`src/shared/msp_pkg.sv`:
```
package msp_pkg;

  // datapath widths
  localparam int A_W   = 30;
  localparam int B_W   = 24;
  localparam int C_W   = 58;
  localparam int D_W   = 27;
  localparam int MA_W  = 27;
  localparam int M_W   = 51;
  localparam int P_W   = 58;
  localparam int OP_W  = 9;
  localparam int ALU_W = 4;
  localparam int CS_W  = 3;
  localparam int IM_W  = 5;
  localparam int CO_W  = 4;

  // adder lane split
  localparam int LANE_W = 12;
  localparam int LANE_N = 4;
  localparam int TOP_W  = P_W - LANE_N * LANE_W;

  // deepest a or b input pipeline
  localparam int MAX_PIPE = 2;

  // value every pipeline register takes on reset
  localparam logic STAGE_RST_BIT = 1'b0;

  // adder lane modes
  localparam logic [1:0] SIMD_ONE  = 2'h0;
  localparam logic [1:0] SIMD_TWO  = 2'h1;
  localparam logic [1:0] SIMD_FOUR = 2'h2;

  // positions in the enable-port usage mask
  localparam int A_STAGE1_ENABLE  = 0;
  localparam int A_STAGE2_ENABLE  = 1;
  localparam int B_STAGE1_ENABLE  = 2;
  localparam int B_STAGE2_ENABLE  = 3;
  localparam int CE_C   = 4;
  localparam int CE_M   = 5;
  localparam int CE_P   = 6;
  localparam int CE_CIN = 7;
  localparam int CE_ALU = 8;
  localparam int CE_CTL = 9;
  localparam int CE_D   = 10;
  localparam int CE_AD  = 11;
  localparam int CE_IM  = 12;
  localparam int CE_N   = 13;

  // positions in the reset-port usage mask
  localparam int RS_A   = 0;
  localparam int RS_B   = 1;
  localparam int RS_C   = 2;
  localparam int RS_M   = 3;
  localparam int RS_P   = 4;
  localparam int RS_CIN = 5;
  localparam int RS_ALU = 6;
  localparam int RS_CTL = 7;
  localparam int RS_D   = 8;
  localparam int RS_IM  = 9;
  localparam int RS_GLB = 10;
  localparam int RS_N   = 11;

  // operand mux codes (x: opmode[1:0], y: [3:2], z: [5:4])
  localparam logic [1:0] SEL_ZERO = 2'h0;
  localparam logic [1:0] X_M      = 2'h1;
  localparam logic [1:0] X_P      = 2'h2;
  localparam logic [1:0] X_AB     = 2'h3;
  localparam logic [1:0] Y_C      = 2'h1;
  localparam logic [1:0] Y_PCIN   = 2'h2;
  localparam logic [1:0] Z_PCIN   = 2'h1;
  localparam logic [1:0] Z_P      = 2'h2;
  localparam logic [1:0] Z_C      = 2'h3;

  // logic unit function, alumode[3:2]
  localparam logic [1:0] LU_ARITH = 2'h0;
  localparam logic [1:0] LU_XOR   = 2'h1;
  localparam logic [1:0] LU_AND   = 2'h2;
  localparam logic [1:0] LU_OR    = 2'h3;

  // carry source select codes
  localparam logic [2:0] CSEL_CARRYIN = 3'h0;
  localparam logic [2:0] CSEL_PSIGN   = 3'h1;

  // inmode bit positions
  localparam int IM_USE_D = 2;
  localparam int IM_SUB_D = 3;

endpackage : msp_pkg

```
`src/hdl/msp_stage.sv`:
```
`timescale 1ns/100ps
`default_nettype none

module msp_stage #(
  parameter int W       = 1,
  parameter bit PRESENT = 1'b1
) (
  // clock and reset
  input  wire logic         sys_clk,
  input  wire logic         resetn,
  // synchronous controls
  input  wire logic         sync_rst,
  input  wire logic         enable,
  // data
  input  wire logic [W-1:0] din,
  output logic      [W-1:0] dout
);
  import msp_pkg::*;

  typedef struct packed {
    logic [W-1:0] val;            // held word
  } msp_stage_t;

  msp_stage_t st_q;               // registered state
  msp_stage_t st_d;               // next state

  always_comb begin
    st_d = st_q;
    if (sync_rst) begin
      // sync clear wins even with enable low
      st_d.val = {W{STAGE_RST_BIT}};
    end else if (enable) begin
      st_d.val = din;
    end
  end

  // single register of the whole state
  always_ff @(posedge sys_clk or negedge resetn) begin
    if (!resetn) begin
      st_q <= '0;
    end else begin
      st_q <= st_d;
    end
  end

  generate
    if (PRESENT) begin : g_reg
      assign dout = st_q.val;

    end else begin : g_wire
      // bypass: flops left unread and trimmed away
      assign dout = din;
    end
  endgenerate
endmodule : msp_stage

`default_nettype wire

```
`src/hdl/msp_slice.sv`:
```
`timescale 1ns/100ps
`default_nettype none

module msp_slice #(
  parameter int             AREG      = 2,      // a pipeline length 0..2
  parameter int             BREG      = 2,      // b pipeline length 0..2
  parameter int             ACASCREG  = 2,      // acout tap length
  parameter int             BCASCREG  = 2,      // bcout tap length
  parameter bit             A_CASC_IN = 1'b0,   // take a from acin
  parameter bit             B_CASC_IN = 1'b0,   // take b from bcin
  parameter bit             CREG      = 1'b1,
  parameter bit             MREG      = 1'b1,
  parameter bit             PREG      = 1'b1,
  parameter bit             OPREG     = 1'b1,
  parameter bit             ALUREG    = 1'b1,
  parameter bit             CINREG    = 1'b1,
  parameter bit             CSELREG   = 1'b1,
  parameter bit             DREG      = 1'b1,
  parameter bit             ADREG     = 1'b1,
  parameter bit             IMREG     = 1'b1,
  parameter logic [1:0]     SIMD_MODE = 2'h0,   // lane mode code
  parameter logic [12:0]    CE_USE    = '1,     // enable ports in use
  parameter logic [10:0]    RST_USE   = '1,     // reset ports in use
  parameter logic [8:0]     INV_OP    = '0,     // opmode bits to invert
  parameter logic [3:0]     INV_ALU   = '0,     // alumode bits to invert
  parameter bit             INV_CIN   = 1'b0,   // invert carry in
  parameter logic [4:0]     INV_IM    = '0      // inmode bits to invert
) (
  // clock and reset
  input  wire logic                         sys_clk,
  input  wire logic                         resetn,
  // operands
  input  wire logic [msp_pkg::A_W-1:0]      a,
  input  wire logic [msp_pkg::A_W-1:0]      acin,
  input  wire logic [msp_pkg::B_W-1:0]      b,
  input  wire logic [msp_pkg::B_W-1:0]      bcin,
  input  wire logic [msp_pkg::C_W-1:0]      c,
  input  wire logic [msp_pkg::D_W-1:0]      d,
  input  wire logic [msp_pkg::P_W-1:0]      pcin,
  // controls
  input  wire logic [msp_pkg::OP_W-1:0]     opmode,
  input  wire logic [msp_pkg::ALU_W-1:0]    alumode,
  input  wire logic                         carry_in,
  input  wire logic [msp_pkg::CS_W-1:0]     carry_in_sel,
  input  wire logic [msp_pkg::IM_W-1:0]     inmode,
  // synchronous resets, active high
  input  wire logic                         global_rst,
  input  wire logic                         rst_a,
  input  wire logic                         rst_b,
  input  wire logic                         rst_c,
  input  wire logic                         rst_m,
  input  wire logic                         rst_p,
  input  wire logic                         rst_carryin,
  input  wire logic                         rst_alumode,
  input  wire logic                         rst_ctrl,
  input  wire logic                         rst_d,
  input  wire logic                         rst_inmode,
  // clock enables, active high
  input  wire logic                         a_stage1_enable,
  input  wire logic                         a_stage2_enable,
  input  wire logic                         b_stage1_enable,
  input  wire logic                         b_stage2_enable,
  input  wire logic                         c_enable,
  input  wire logic                         m_enable,
  input  wire logic                         p_enable,
  input  wire logic                         carry_in_enable,
  input  wire logic                         alumode_enable,
  input  wire logic                         ctrl_enable,
  input  wire logic                         d_enable,
  input  wire logic                         ad_enable,
  input  wire logic                         inmode_enable,
  // results and cascades
  output logic      [msp_pkg::P_W-1:0]      p,
  output logic      [msp_pkg::P_W-1:0]      pcout,
  output logic      [msp_pkg::A_W-1:0]      acout,
  output logic      [msp_pkg::B_W-1:0]      bcout,
  output logic      [msp_pkg::CO_W-1:0]     carryout
);
  import msp_pkg::*;

  // tap never deeper than its pipeline
  localparam int ACAS_EFF = (ACASCREG > AREG) ? AREG : ACASCREG;
  // same cap on the b side
  localparam int BCAS_EFF = (BCASCREG > BREG) ? BREG : BCASCREG;

  // enable from port, or always on when the port is unused
  function automatic logic ce_pick(input logic used, input logic port_val);
    return used ? port_val : 1'b1;
  endfunction : ce_pick

  // global reset, when its port is in use, folds into every register's reset
  function automatic logic rst_pick(input logic used, input logic port_val);
    return (used & port_val) | (RST_USE[RS_GLB] & global_rst);
  endfunction : rst_pick

  // add u and v in lanes; returns {carry bits, sum}
  function automatic logic [P_W+CO_W-1:0] lane_add(
    input logic [P_W-1:0] u,
    input logic [P_W-1:0] v,
    input logic           cin0,
    input logic           cin_lane,
    input logic [1:0]     mode
  );
    logic [LANE_W:0]   t;
    logic [TOP_W:0]    tt;
    logic              cy;
    logic              brk;
    logic [P_W-1:0]    s;
    logic [CO_W-1:0]   co;
    cy  = cin0;
    s   = '0;
    co  = '0;
    t   = '0;
    brk = 1'b0;
    for (int k = 0; k < LANE_N; k++) begin
      // lane boundary: carry is cut and restarted
      brk = (k != 0) && ((mode == SIMD_FOUR) || ((mode == SIMD_TWO) && (k == 2)));
      if (brk) begin
        cy = cin_lane;
      end
      t = {1'b0, u[k*LANE_W +: LANE_W]} + {1'b0, v[k*LANE_W +: LANE_W]}
          + {{LANE_W{1'b0}}, cy};
      s[k*LANE_W +: LANE_W] = t[LANE_W-1:0];
      cy = t[LANE_W];
      if (mode == SIMD_FOUR) begin
        co[k] = cy;
      end else if ((mode == SIMD_TWO) && (k == 1)) begin
        co[0] = cy;
      end else if ((mode == SIMD_TWO) && (k == 3)) begin
        co[1] = cy;
      end
    end
    // top bits only chain on in the full-width mode
    cy = (mode == SIMD_ONE) ? cy : 1'b0;
    tt = {1'b0, u[P_W-1:LANE_N*LANE_W]} + {1'b0, v[P_W-1:LANE_N*LANE_W]}
         + {{TOP_W{1'b0}}, cy};
    s[P_W-1:LANE_N*LANE_W] = tt[TOP_W-1:0];
    if (mode == SIMD_ONE) begin
      co[0] = tt[TOP_W];
    end
    return {co, s};
  endfunction : lane_add

  // operand a and b pipeline taps, index = stages passed
  logic [A_W-1:0]   a_tap [0:MAX_PIPE];
  logic [B_W-1:0]   b_tap [0:MAX_PIPE];
  // registered control and operand words
  logic [C_W-1:0]   c_q;
  logic [D_W-1:0]   d_q;
  logic [MA_W-1:0]  ad_q;
  logic [M_W-1:0]   m_q;
  logic [OP_W-1:0]  op_q;
  logic [ALU_W-1:0] alu_q;
  logic             cin_q;
  logic [CS_W-1:0]  csel_q;
  logic [IM_W-1:0]  im_q;
  // combinational datapath
  logic [MA_W-1:0]  ad_w;
  logic [MA_W-1:0]  mult_a;
  logic [M_W-1:0]   m_w;
  logic [P_W-1:0]   x_w;
  logic [P_W-1:0]   y_w;
  logic [P_W-1:0]   z_w;
  logic             cy_w;
  logic [P_W+CO_W-1:0] sum1;
  logic [P_W+CO_W-1:0] sum2;
  logic [P_W-1:0]   res_w;
  logic [CO_W-1:0]  co_w;
  logic [P_W+CO_W-1:0] p_stage;

  // b and bcin share one pipeline
  assign a_tap[0] = A_CASC_IN ? acin : a;
  assign b_tap[0] = B_CASC_IN ? bcin : b;

  // a stages exist only up to the set length
  generate
    for (genvar i = 1; i <= MAX_PIPE; i++) begin : g_pipe
      if (i <= AREG) begin : g_a
        // each a stage has its own enable
        msp_stage #(.W(A_W), .PRESENT(1'b1)) u_a (
          .sys_clk  (sys_clk),
          .resetn   (resetn),
          // a reset clears every a stage
          .sync_rst (rst_pick(RST_USE[RS_A], rst_a)),
          .enable   ((i == 1) ? ce_pick(CE_USE[A_STAGE1_ENABLE], a_stage1_enable)
                              : ce_pick(CE_USE[A_STAGE2_ENABLE], a_stage2_enable)),
          .din      (a_tap[i-1]),
          .dout     (a_tap[i])
        );
      end else begin : g_a_thru
        assign a_tap[i] = a_tap[i-1];
      end
      if (i <= BREG) begin : g_b
        // each b stage has its own enable
        msp_stage #(.W(B_W), .PRESENT(1'b1)) u_b (
          .sys_clk  (sys_clk),
          .resetn   (resetn),
          // b reset clears every b stage
          .sync_rst (rst_pick(RST_USE[RS_B], rst_b)),
          .enable   ((i == 1) ? ce_pick(CE_USE[B_STAGE1_ENABLE], b_stage1_enable)
                              : ce_pick(CE_USE[B_STAGE2_ENABLE], b_stage2_enable)),
          .din      (b_tap[i-1]),
          .dout     (b_tap[i])
        );
      end else begin : g_b_thru
        assign b_tap[i] = b_tap[i-1];
      end
    end
  endgenerate

  // acout taps the a chain at its own depth
  assign acout = a_tap[ACAS_EFF];
  // bcout taps the b chain at its own depth
  assign bcout = b_tap[BCAS_EFF];

  msp_stage #(.W(C_W), .PRESENT(CREG)) u_c (
    .sys_clk  (sys_clk),
    .resetn   (resetn),
    .sync_rst (rst_pick(RST_USE[RS_C], rst_c)),
    .enable   (ce_pick(CE_USE[CE_C], c_enable)),
    .din      (c),
    .dout     (c_q)
  );

  // opmode register, inverted bits applied first
  msp_stage #(.W(OP_W), .PRESENT(OPREG)) u_op (
    .sys_clk  (sys_clk),
    .resetn   (resetn),
    .sync_rst (rst_pick(RST_USE[RS_CTL], rst_ctrl)),
    .enable   (ce_pick(CE_USE[CE_CTL], ctrl_enable)),
    .din      (opmode ^ INV_OP),
    .dout     (op_q)
  );

  msp_stage #(.W(CS_W), .PRESENT(CSELREG)) u_csel (
    .sys_clk  (sys_clk),
    .resetn   (resetn),
    .sync_rst (rst_pick(RST_USE[RS_CTL], rst_ctrl)),
    .enable   (ce_pick(CE_USE[CE_CTL], ctrl_enable)),
    .din      (carry_in_sel),
    .dout     (csel_q)
  );

  msp_stage #(.W(ALU_W), .PRESENT(ALUREG)) u_alu (
    .sys_clk  (sys_clk),
    .resetn   (resetn),
    .sync_rst (rst_pick(RST_USE[RS_ALU], rst_alumode)),
    .enable   (ce_pick(CE_USE[CE_ALU], alumode_enable)),
    .din      (alumode ^ INV_ALU),
    .dout     (alu_q)
  );

  // carry in inverted before its register
  msp_stage #(.W(1), .PRESENT(CINREG)) u_cin (
    .sys_clk  (sys_clk),
    .resetn   (resetn),
    .sync_rst (rst_pick(RST_USE[RS_CIN], rst_carryin)),
    .enable   (ce_pick(CE_USE[CE_CIN], carry_in_enable)),
    .din      (carry_in ^ INV_CIN),
    .dout     (cin_q)
  );

  msp_stage #(.W(IM_W), .PRESENT(IMREG)) u_im (
    .sys_clk  (sys_clk),
    .resetn   (resetn),
    .sync_rst (rst_pick(RST_USE[RS_IM], rst_inmode)),
    .enable   (ce_pick(CE_USE[CE_IM], inmode_enable)),
    .din      (inmode ^ INV_IM),
    .dout     (im_q)
  );

  msp_stage #(.W(D_W), .PRESENT(DREG)) u_d (
    .sys_clk  (sys_clk),
    .resetn   (resetn),
    .sync_rst (rst_pick(RST_USE[RS_D], rst_d)),
    .enable   (ce_pick(CE_USE[CE_D], d_enable)),
    .din      (d),
    .dout     (d_q)
  );

  // pre-adder: d plus or minus the low a bits
  always_comb begin
    if (im_q[IM_SUB_D]) begin
      ad_w = MA_W'(d_q - a_tap[AREG][MA_W-1:0]);
    end else begin
      ad_w = MA_W'(d_q + a_tap[AREG][MA_W-1:0]);
    end
  end

  // pre-adder result register, cleared with d
  msp_stage #(.W(MA_W), .PRESENT(ADREG)) u_ad (
    .sys_clk  (sys_clk),
    .resetn   (resetn),
    .sync_rst (rst_pick(RST_USE[RS_D], rst_d)),
    .enable   (ce_pick(CE_USE[CE_AD], ad_enable)),
    .din      (ad_w),
    .dout     (ad_q)
  );

  // signed multiply of a (or pre-sum) by b
  assign mult_a = im_q[IM_USE_D] ? ad_q : a_tap[AREG][MA_W-1:0];
  assign m_w    = M_W'($signed(mult_a) * $signed(b_tap[BREG]));

  msp_stage #(.W(M_W), .PRESENT(MREG)) u_m (
    .sys_clk  (sys_clk),
    .resetn   (resetn),
    .sync_rst (rst_pick(RST_USE[RS_M], rst_m)),
    .enable   (ce_pick(CE_USE[CE_M], m_enable)),
    .din      (m_w),
    .dout     (m_q)
  );

  // operand muxes and carry source
  always_comb begin
    case (op_q[1:0])
      X_M:     x_w = {{(P_W-M_W){m_q[M_W-1]}}, m_q};
      X_P:     x_w = p;
      X_AB:    x_w = {{(P_W-A_W-B_W){1'b0}}, a_tap[AREG], b_tap[BREG]};
      default: x_w = '0;
    endcase
    case (op_q[3:2])
      Y_C:     y_w = c_q;
      Y_PCIN:  y_w = pcin;
      default: y_w = '0;
    endcase
    case (op_q[5:4])
      Z_PCIN:  z_w = pcin;
      Z_P:     z_w = p;
      Z_C:     z_w = c_q;
      default: z_w = '0;
    endcase
    // rounding trick: inverted p sign feeds the carry when chosen
    case (csel_q)
      CSEL_CARRYIN: cy_w = cin_q;
      CSEL_PSIGN:   cy_w = ~p[P_W-1];
      default:      cy_w = 1'b0;
    endcase
  end

  // adder runs in the configured lane split
  always_comb begin
    sum1 = lane_add(x_w, y_w, cy_w, 1'b0, SIMD_MODE);
    if (alu_q[0]) begin
      // z minus (x + y + carry): each lane adds its own one
      sum2 = lane_add(z_w, ~sum1[P_W-1:0], 1'b1, 1'b1, SIMD_MODE);
    end else begin
      sum2 = lane_add(z_w, sum1[P_W-1:0], 1'b0, 1'b0, SIMD_MODE);
    end
    case (alu_q[3:2])
      LU_XOR:  res_w = x_w ^ z_w;
      LU_AND:  res_w = x_w & z_w;
      LU_OR:   res_w = x_w | z_w;
      default: res_w = sum2[P_W-1:0];
    endcase
    // unused carry bits stay low per mode
    if (alu_q[3:2] != LU_ARITH) begin
      co_w = '0;
    end else if (alu_q[0]) begin
      co_w = sum2[P_W+CO_W-1:P_W];
    end else begin
      // two stacked adds: either one may carry
      co_w = sum1[P_W+CO_W-1:P_W] | sum2[P_W+CO_W-1:P_W];
    end
  end

  // one register feeds p, pcout and carry out
  msp_stage #(.W(P_W+CO_W), .PRESENT(PREG)) u_p (
    .sys_clk  (sys_clk),
    .resetn   (resetn),
    .sync_rst (rst_pick(RST_USE[RS_P], rst_p)),
    .enable   (ce_pick(CE_USE[CE_P], p_enable)),
    .din      ({co_w, res_w}),
    .dout     (p_stage)
  );

  assign p        = p_stage[P_W-1:0];
  assign pcout    = p_stage[P_W-1:0];
  assign carryout = p_stage[P_W+CO_W-1:P_W];

  generate
    if (AREG == 0) begin : g_chk_abyp

    end
    if (OPREG && CSELREG) begin : g_chk_ctl

    end
    if (PREG) begin : g_chk_p

    end
  endgenerate
endmodule : msp_slice

`default_nettype wire

```
`config.mk`:
```
export PLATFORM = sky130hd
export DESIGN_NAME = msp_slice
export DESIGN_NICKNAME = d
export VERILOG_FILES = /design/src/shared/msp_pkg.sv /design/src/hdl/msp_stage.sv /design/src/hdl/msp_slice.sv
export SDC_FILE = /design/constraint.sdc
export NUM_CORES = 2
export LEC_CHECK = 0
export BUFFER_PORTS_ARGS = -buffer_cell sky130_fd_sc_hd__buf_2
export CAP_MARGIN = 0
export CORE_MARGIN = 4
export CORE_UTILIZATION = 60
export CTS_CLUSTER_SIZE = 40
export DETAILED_ROUTE_END_ITERATION = 6
export GPL_TIMING_DRIVEN = 0
export PLACE_DENSITY = 0.8
export SLEW_MARGIN = 5
export SYNTH_ARGS = -nofsm -noshare
export SYNTH_HDL_FRONTEND = slang
export SYNTH_HIERARCHICAL = 1
export SYNTH_SLANG_ARGS = --single-unit
```
`constraint.sdc`:
```
create_clock -name sys_clk -period 39.6 [get_ports sys_clk]
set_input_delay 1.98 -clock sys_clk [delete_from_list [all_inputs] [get_ports sys_clk]]
set_output_delay 1.98 -clock sys_clk [all_outputs]
set_load 0.1 [all_outputs]
```
# Yosys cells after proc, flatten, opt, wreduce, memory -nomap -nowiden
# Cells that the tools add are included.
dict set report totals {
  ff_bits 351
  in_bits 299
  output_inout_bits 174
  elab_cells 127
}
dict set report classes {
  addsub 31
  mul 1
  n_eq_ne 12
  muxes 38
  bitwise 16
  n_reduce_logical 15
}
# cell count
set ops {}
lappend ops {{$pmux W58 S3} 3}
lappend ops {{$mux W27} 6}
lappend ops {{$add A12 B12 Y13} 12}
lappend ops {{$add A13 B1 Y13} 10}
lappend ops {{$mux W62} 2}
lappend ops {{$mux W30} 4}
lappend ops {{$mux W58} 2}
lappend ops {{$pmux W58 S2} 1}
lappend ops {{$mux W51} 2}
lappend ops {{$mux W24} 4}
lappend ops {{$mux W59} 1}
lappend ops {{$and A58 B58 Y58} 1}
lappend ops {{$not A58 Y58} 1}
lappend ops {{$or A58 B58 Y58} 1}
lappend ops {{$xor A58 B58 Y58} 1}
lappend ops {{$mul A27 B24 Y51} 1}
lappend ops {{$add A10 B10 Y11} 3}
lappend ops {{$add A11 B1 Y11} 3}
lappend ops {{$reduce_bool A2 Y1} 14}
lappend ops {{$add A27 B27 Y27} 1}
lappend ops {{$sub A27 B27 Y27} 1}
lappend ops {{$mux W4} 5}
lappend ops {{$eq A2 B2 Y1 const B} 7}
lappend ops {{$add A13 B1 Y13 const B} 1}
lappend ops {{other kinds (9)} 26}

# Longest topological paths before layout
dict set report logic_depth {
  depth_word 21
  depth_mapped 70
  depth_no_buf 69
}

# Cells and area by module
# Netlist, hierarchy kept.
# module n_inst cells_per_inst area_each_um2 seq_area_each_um2
set by_module_without_submodules {}
lappend by_module_without_submodules {msp_slice 1 4687 39287.7 0.0}
lappend by_module_without_submodules {{msp_stage (u_p)} 1 200 2539.9 1551.5}
lappend by_module_without_submodules {{msp_stage (g_pipe[1].g_a.u_a ...)} 2 97 1246.2 750.7}
lappend by_module_without_submodules {{msp_stage (u_c)} 1 187 2362.3 1451.4}
lappend by_module_without_submodules {{msp_stage (u_ad ...)} 2 87 1113.6 675.6}
lappend by_module_without_submodules {{msp_stage (u_m)} 1 165 2088.3 1276.2}
lappend by_module_without_submodules {{msp_stage (g_pipe[1].g_b.u_b ...)} 2 77 989.7 600.6}
lappend by_module_without_submodules {{msp_stage (u_op)} 1 29 364.1 225.2}
lappend by_module_without_submodules {{msp_stage (u_im)} 1 16 205.2 125.1}
lappend by_module_without_submodules {{msp_stage (u_alu)} 1 13 160.2 100.1}
lappend by_module_without_submodules {{msp_stage (u_csel)} 1 9 116.4 75.1}
lappend by_module_without_submodules {{msp_stage (u_cin)} 1 3 38.8 25.0}

# Worst setup path before layout
# OpenSTA, ideal clock, no wires.
dict set report synth_path {
  kind {input to register}
  startpoint {input port pcin[0] (netlist bit)}
  endpoint {register u_p.st_q, in the netlist u_p/dout[55]}
  setup_ns 0.123
  arrival_ns 14.270
  t_required_ns 39.477
  slack_ns 25.207
  stages 63
  n_path_buf 0
  path_cell_list {a22oi_1 or2_2 fa_1 fa_1 nor2b_1 o21ai_0 a21boi_1 o21ai_0 a21boi_0 o21ai_0 a21boi_0 o21ai_0 a21oi_1 fa_1 fa_1 a21o_1 a21oi_1 o21bai_1 [... 27 more ...] or3_1 fa_1 inv_1 fa_1 a21o_1 a21oi_1 o21ai_0 a21oi_1 xnor2_1 inv_1 ha_1 nor4_1 nor4_1 nor2_1 xnor2_1 mux4_2 mux2i_1 nor2_1}
}
dict set report synth_between {
  elab_chain_cells 14
  elab_cells_between_ends 32
  cone_classes {add/sub: 25; mux: 6; bitwise: 1}
}
# element line
set synth_rtl {}
lappend synth_rtl {{start, declared} msp_slice.sv:39} ;# input wire logic [msp_pkg::P_W-1:0] pcin,
lappend synth_rtl {{$pmux W58 S2} msp_slice.sv:321} ;# case (op_q[3:2])
lappend synth_rtl {{$add A12 B12 Y13} msp_slice.sv:121} ;# t = {1'b0, u[k*LANE_W +: LANE_W]} + {1'b0, v[k*LANE_W +: LANE_W]}
lappend synth_rtl {{$add A13 B1 Y13} msp_slice.sv:122} ;# + {{LANE_W{1'b0}}, cy};
lappend synth_rtl {{$add A13 B1 Y13 or $not A58 Y58 (tied branches)} {msp_slice.sv:122, msp_slice.sv:345}}
lappend synth_rtl {{$not A58 Y58 (tied with other cells)} msp_slice.sv:345} ;# sum2 = lane_add(z_w, ~sum1[P_W-1:0], 1'b1, 1'b1, SIMD_MODE);
lappend synth_rtl {{$add A12 B12 Y13 (tied with other cells)} msp_slice.sv:121}
lappend synth_rtl {{$add A13 B1 Y13 (tied with other cells) (2 in series)} msp_slice.sv:122}
lappend synth_rtl {{$add A13 B1 Y13 or $add A10 B10 Y11 (tied branches)} {msp_slice.sv:122, msp_slice.sv:135}}
lappend synth_rtl {{$add A11 B1 Y11} msp_slice.sv:136} ;# + {{TOP_W{1'b0}}, cy};
lappend synth_rtl {{$mux W59 (*)} msp_slice.sv:343} ;# if (alu_q[0]) begin
lappend synth_rtl {{$pmux W58 S3 (*)} msp_slice.sv:349} ;# case (alu_q[3:2])
lappend synth_rtl {{net res_w[55]} msp_slice.sv:167} ;# logic [P_W-1:0] res_w;
lappend synth_rtl {{$mux W62 (*)} msp_stage.sv:32} ;# end else if (enable) begin
lappend synth_rtl {{$mux W62 (*)} msp_stage.sv:29} ;# if (sync_rst) begin
lappend synth_rtl {{end signal, assigned} msp_stage.sv:42} ;# st_q <= st_d;
lappend synth_rtl {{end, declared} msp_stage.sv:24} ;# msp_stage_t st_q;
# Mark *: on every way through the listed nets, which the timed path passes. The rest lies on a longest branch. The select of a mux whose other input is x is not followed.
# A chain may end at the register's enable or synchronous reset.

# Worst setup path in the final report
dict set report layout_path {
  startpoint {register u_op.st_q, in the netlist u_op/dout[1]}
  endpoint {register u_p.st_q, in the netlist u_p/dout[57]}
}
dict set report layout_between {
  elab_chain_cells 15
  elab_cells_between_ends 41
  cone_classes {add/sub: 29; eq/ne: 3; mux: 5; bitwise: 4}
}
# element line
set layout_rtl {}
lappend layout_rtl {{start, declared} msp_stage.sv:24}
lappend layout_rtl {{start signal, assigned} msp_stage.sv:42}
lappend layout_rtl {{$eq A2 B2 Y1 or $eq A2 B1 Y1 (tied branches)} msp_slice.sv:315} ;# case (op_q[1:0])
lappend layout_rtl {{$pmux W58 S3 (*)} msp_slice.sv:315}
lappend layout_rtl {{$add A12 B12 Y13} msp_slice.sv:121}
lappend layout_rtl {{$add A13 B1 Y13} msp_slice.sv:122}
lappend layout_rtl {{$not A58 Y58 or $add A13 B1 Y13 (tied branches)} {msp_slice.sv:345, msp_slice.sv:122}}
lappend layout_rtl {{$add A12 B12 Y13 (tied with other cells)} msp_slice.sv:121}
lappend layout_rtl {{$add A13 B1 Y13 (tied with other cells) (3 in series)} msp_slice.sv:122}
lappend layout_rtl {{$add A13 B1 Y13 or $add A10 B10 Y11 (tied branches)} {msp_slice.sv:122, msp_slice.sv:135}}
lappend layout_rtl {{$add A11 B1 Y11} msp_slice.sv:136}
lappend layout_rtl {{$mux W59} msp_slice.sv:343}
lappend layout_rtl {{$pmux W58 S3 (*)} msp_slice.sv:349}
lappend layout_rtl {{net res_w[57]} msp_slice.sv:167}
lappend layout_rtl {{$mux W62 (*)} msp_stage.sv:32}
lappend layout_rtl {{$mux W62 (*)} msp_stage.sv:29}
# Marked as above.

==> reports/qor.csv <==
stage,metric,value,unit
worst_setup_path,CP max FO,10,
worst_setup_path,largest stage delay on the critical path,0.96,ns
sta,Final Hold Viols,0,
worst_setup_path,worst reg-to-reg path cell count,64,
placed_design,PortBufs,400,
sta,fin crit share,44.9,%
routing,Avg WL per Cell,26.0,um
worst_setup_path,reg2reg end,u_p/dout[57],
cells_and_area,Post-layout nets,7706,
pwr,Power Density,16.9,nW/um^2
routing,DR pass1 iterations,7,
die,Boundary Pins,473,
grt,largest net degree at the start of global routing,117,
logic_synthesis,Ys Warns,6,
grt,vias in the first global route,46800,
grt,initial antenna violation count,16,
worst_setup_path,Crit path top cell by count,a21oi_1,
die,core box area,88500,um^2
sta,final setup vio count,0,
clock_network,post-CTS resize count,0,
clock_network,Clock transition at path regs,0.07,ns
grt,grt ovf,0,
min_path,Worst Hold Class,flip-flop to flip-flop,
clock_network,Root Buffer,clkbuf_16,
logic_synthesis,Mapped Cells,5810,
die,Die X,307,um
clock_network,hold-fix buffers at CTS,0,
worst_setup_path,Worst path slowest cell,clkbuf_1,
die,Row Count,109,
routing,via count,45600,
sta,Least-Margin Pin Slew,1.45,ns
clock_network,setup bufs post-CTS,0,
pwr,Max VDD drop,0.0351,mV
worst_setup_path,Worst setup SP type,flip-flop,
worst_setup_path,FF-to-FF setup slack,21.83,ns
clock_network,H-tree levels,2,
worst_setup_path,Critical Path RT,40.13,ns
worst_setup_path,crit path launch,u_op/dout[1],
placed_design,Final GP Congestion,1.01,
grt,Global Route Usage Sum,41.2,%
clock_network,clock net sink count,348,
die,DIE AREA,94200,um^2
sta,"Slew Viols, Final",0,
routing,# DRC,0,
routing,DRT iter0 DRCs,4654,
logic_synthesis,Mapped Area,53600,um^2
logic_synthesis,Avg Inst Size Synth,9.22,um^2
worst_setup_path,crit path buf inv count,4,
cells_and_area,share of layout cells above drive strength 1,13.1,%
worst_setup_path,CP top delay family,compound AO/OA/AOI/OAI gates,
routing,final wirelength,194000,um
placed_design,DP HPWL,155000,um
sta,Fmax achieved,0.0563,GHz
worst_setup_path,crit path capture,u_p/dout[57],
cells_and_area,Layout area overhead,9.23,%
die,Vert. Die Dim,307,um
worst_setup_path,type of destination of the critical path,flip-flop,
pwr,Power Total,0.000992,W
routing,ANT nets after route,0,
sta,Setup Skew,0.0477,ns
worst_setup_path,R2R Path Start,u_op/dout[1],
sta,relative slew slack,3.36,%
worst_setup_path,critical path class,flip-flop to flip-flop,
run_status,status,completed,
clock_network,cts bufs inserted,41,
cells_and_area,Filler cells,7287,
pwr,P_leak,28.4,nW
clock_network,CTS tree,done,
sta,setup TNS,0,ns
run,Max Cap Viol,0,
die,initial core utilization,60.5,%
clock_network,maximum root-to-sink buffer count,3,
worst_setup_path,Crit path depth,64,
grt,first-pass GRT wire length,290000,um
routing,Vias/cell,6.11,
sta,RSZ-0062 raised after global routing,no,
sta,crit path time final,17.77,ns
clock_network,clk_lat worst skew,0.65,ns
worst_setup_path,worst path arrival time,18.30,ns
[layout by cell type (no fill, tap or decap), types with 199 or more instances in the layout]
| cell | instances |
|---|---|
| buf_2 | 415 |
| inv_1 | 906 |
| and2_1 | 199 |
| mux2i_1 | 365 |
| clkbuf_1 | 239 |
| dfrtp_1 | 348 |
| a21oi_1 | 202 |
| nor2_1 | 576 |
| ha_1 | 445 |
| nand2_1 | 493 |
| fa_1 | 702 |
[worst min path at each step]
stage	depth (start not counted)	end	from	slack, ns
2_1_floorplan	2	u_csel/dout[1]	u_csel/dout[1]	0.48
3_3_place_gp	2	u_ad/dout[20]	u_ad/dout[20]	0.49
3_5_place_dp	2	u_ad/dout[20]	u_ad/dout[20]	0.50
4_1_cts	2	u_ad/dout[20]	u_ad/dout[20]	0.52
5_1_grt	2	u_ad/dout[26]	u_ad/dout[26]	0.54
6_report	2	u_ad/dout[20]	u_ad/dout[20]	0.52
[stage by stage]
| step | utilization (%) | instance area, um^2 | hold WS [ns] | cells | setup slack [ns] |
|---|---|---|---|---|---|
| 2_1_floorplan | - | 53600 | 0.479 | 5812 | 25.21 |
| 3_3_place_gp | 64.5 | 57100 | 0.495 | 7377 | 22.58 |
| 3_5_place_dp | 64.6 | 57200 | 0.503 | 7381 | 22.46 |
| 4_1_cts | 66.1 | 58500 | 0.520 | 7452 | 22.34 |
| 5_1_grt | 66.1 | 58500 | 0.540 | 7453 | 20.82 |
| 6_report | 66.1 | 58500 | 0.519 | 7463 | 21.83 |
[worst register-to-register path, delay by kind of cell, from the launching register on]
family          cells  cell delay [ns]
flops               1             0.38
mux                 2             0.69
compound gates     40             8.62
xor+xnor            2             0.38
buf+inv             4             2.02
fa+ha+maj          10             4.29
simple gates        6             1.30
[state kept, by name (all words and copies together), names as in the netlist]
register,count
g_pipe.g_a.u_a/dout,60
g_pipe.g_b.u_b/dout,48
u_ad/dout,27
u_alu/dout,3
u_c/dout,58
u_cin/dout,1
u_csel/dout,3
u_d/dout,27
u_im/dout,2
u_m/dout,51
u_op/dout,6
u_p/dout,62
[routing by layer]
layer / GRT usage [%] / routed length [um] / up-vias
met3: 13.5 / 23800 / 725
met1: 52.1 / 71900 / 22600
met4: 23.0 / 13300 / 12
met5: 0 / 93 / -
li1: - / - / 19500
met2: 62.8 / 84700 / 2811
[cell type report]
cell class,instances,area [um^2],share of cell area [%]
inverters,907,3400,5.82
clock buffers,55,1130,1.93
well taps,1165,1460,2.49
multi-input cells,4184,39400,67.2
clock inverters,16,209,0.357
plain buffers,373,2140,3.65
diodes,11,27.5,0.0470
flip-flops and latches,348,8710,14.9
repair buffers,404,2100,3.59
[power by group]
part	switching, W	total [W]	internal [W]	leakage [nW]
Combinational	0.000147	0.000231	0.0000833	23.0
Sequential	0.00000948	0.000374	0.000364	4.80
Clock	0.000172	0.000388	0.000216	0.641
Total	0.000329	0.000992	0.000663	28.4
Note: power is estimated with default switching activity, not from simulation.
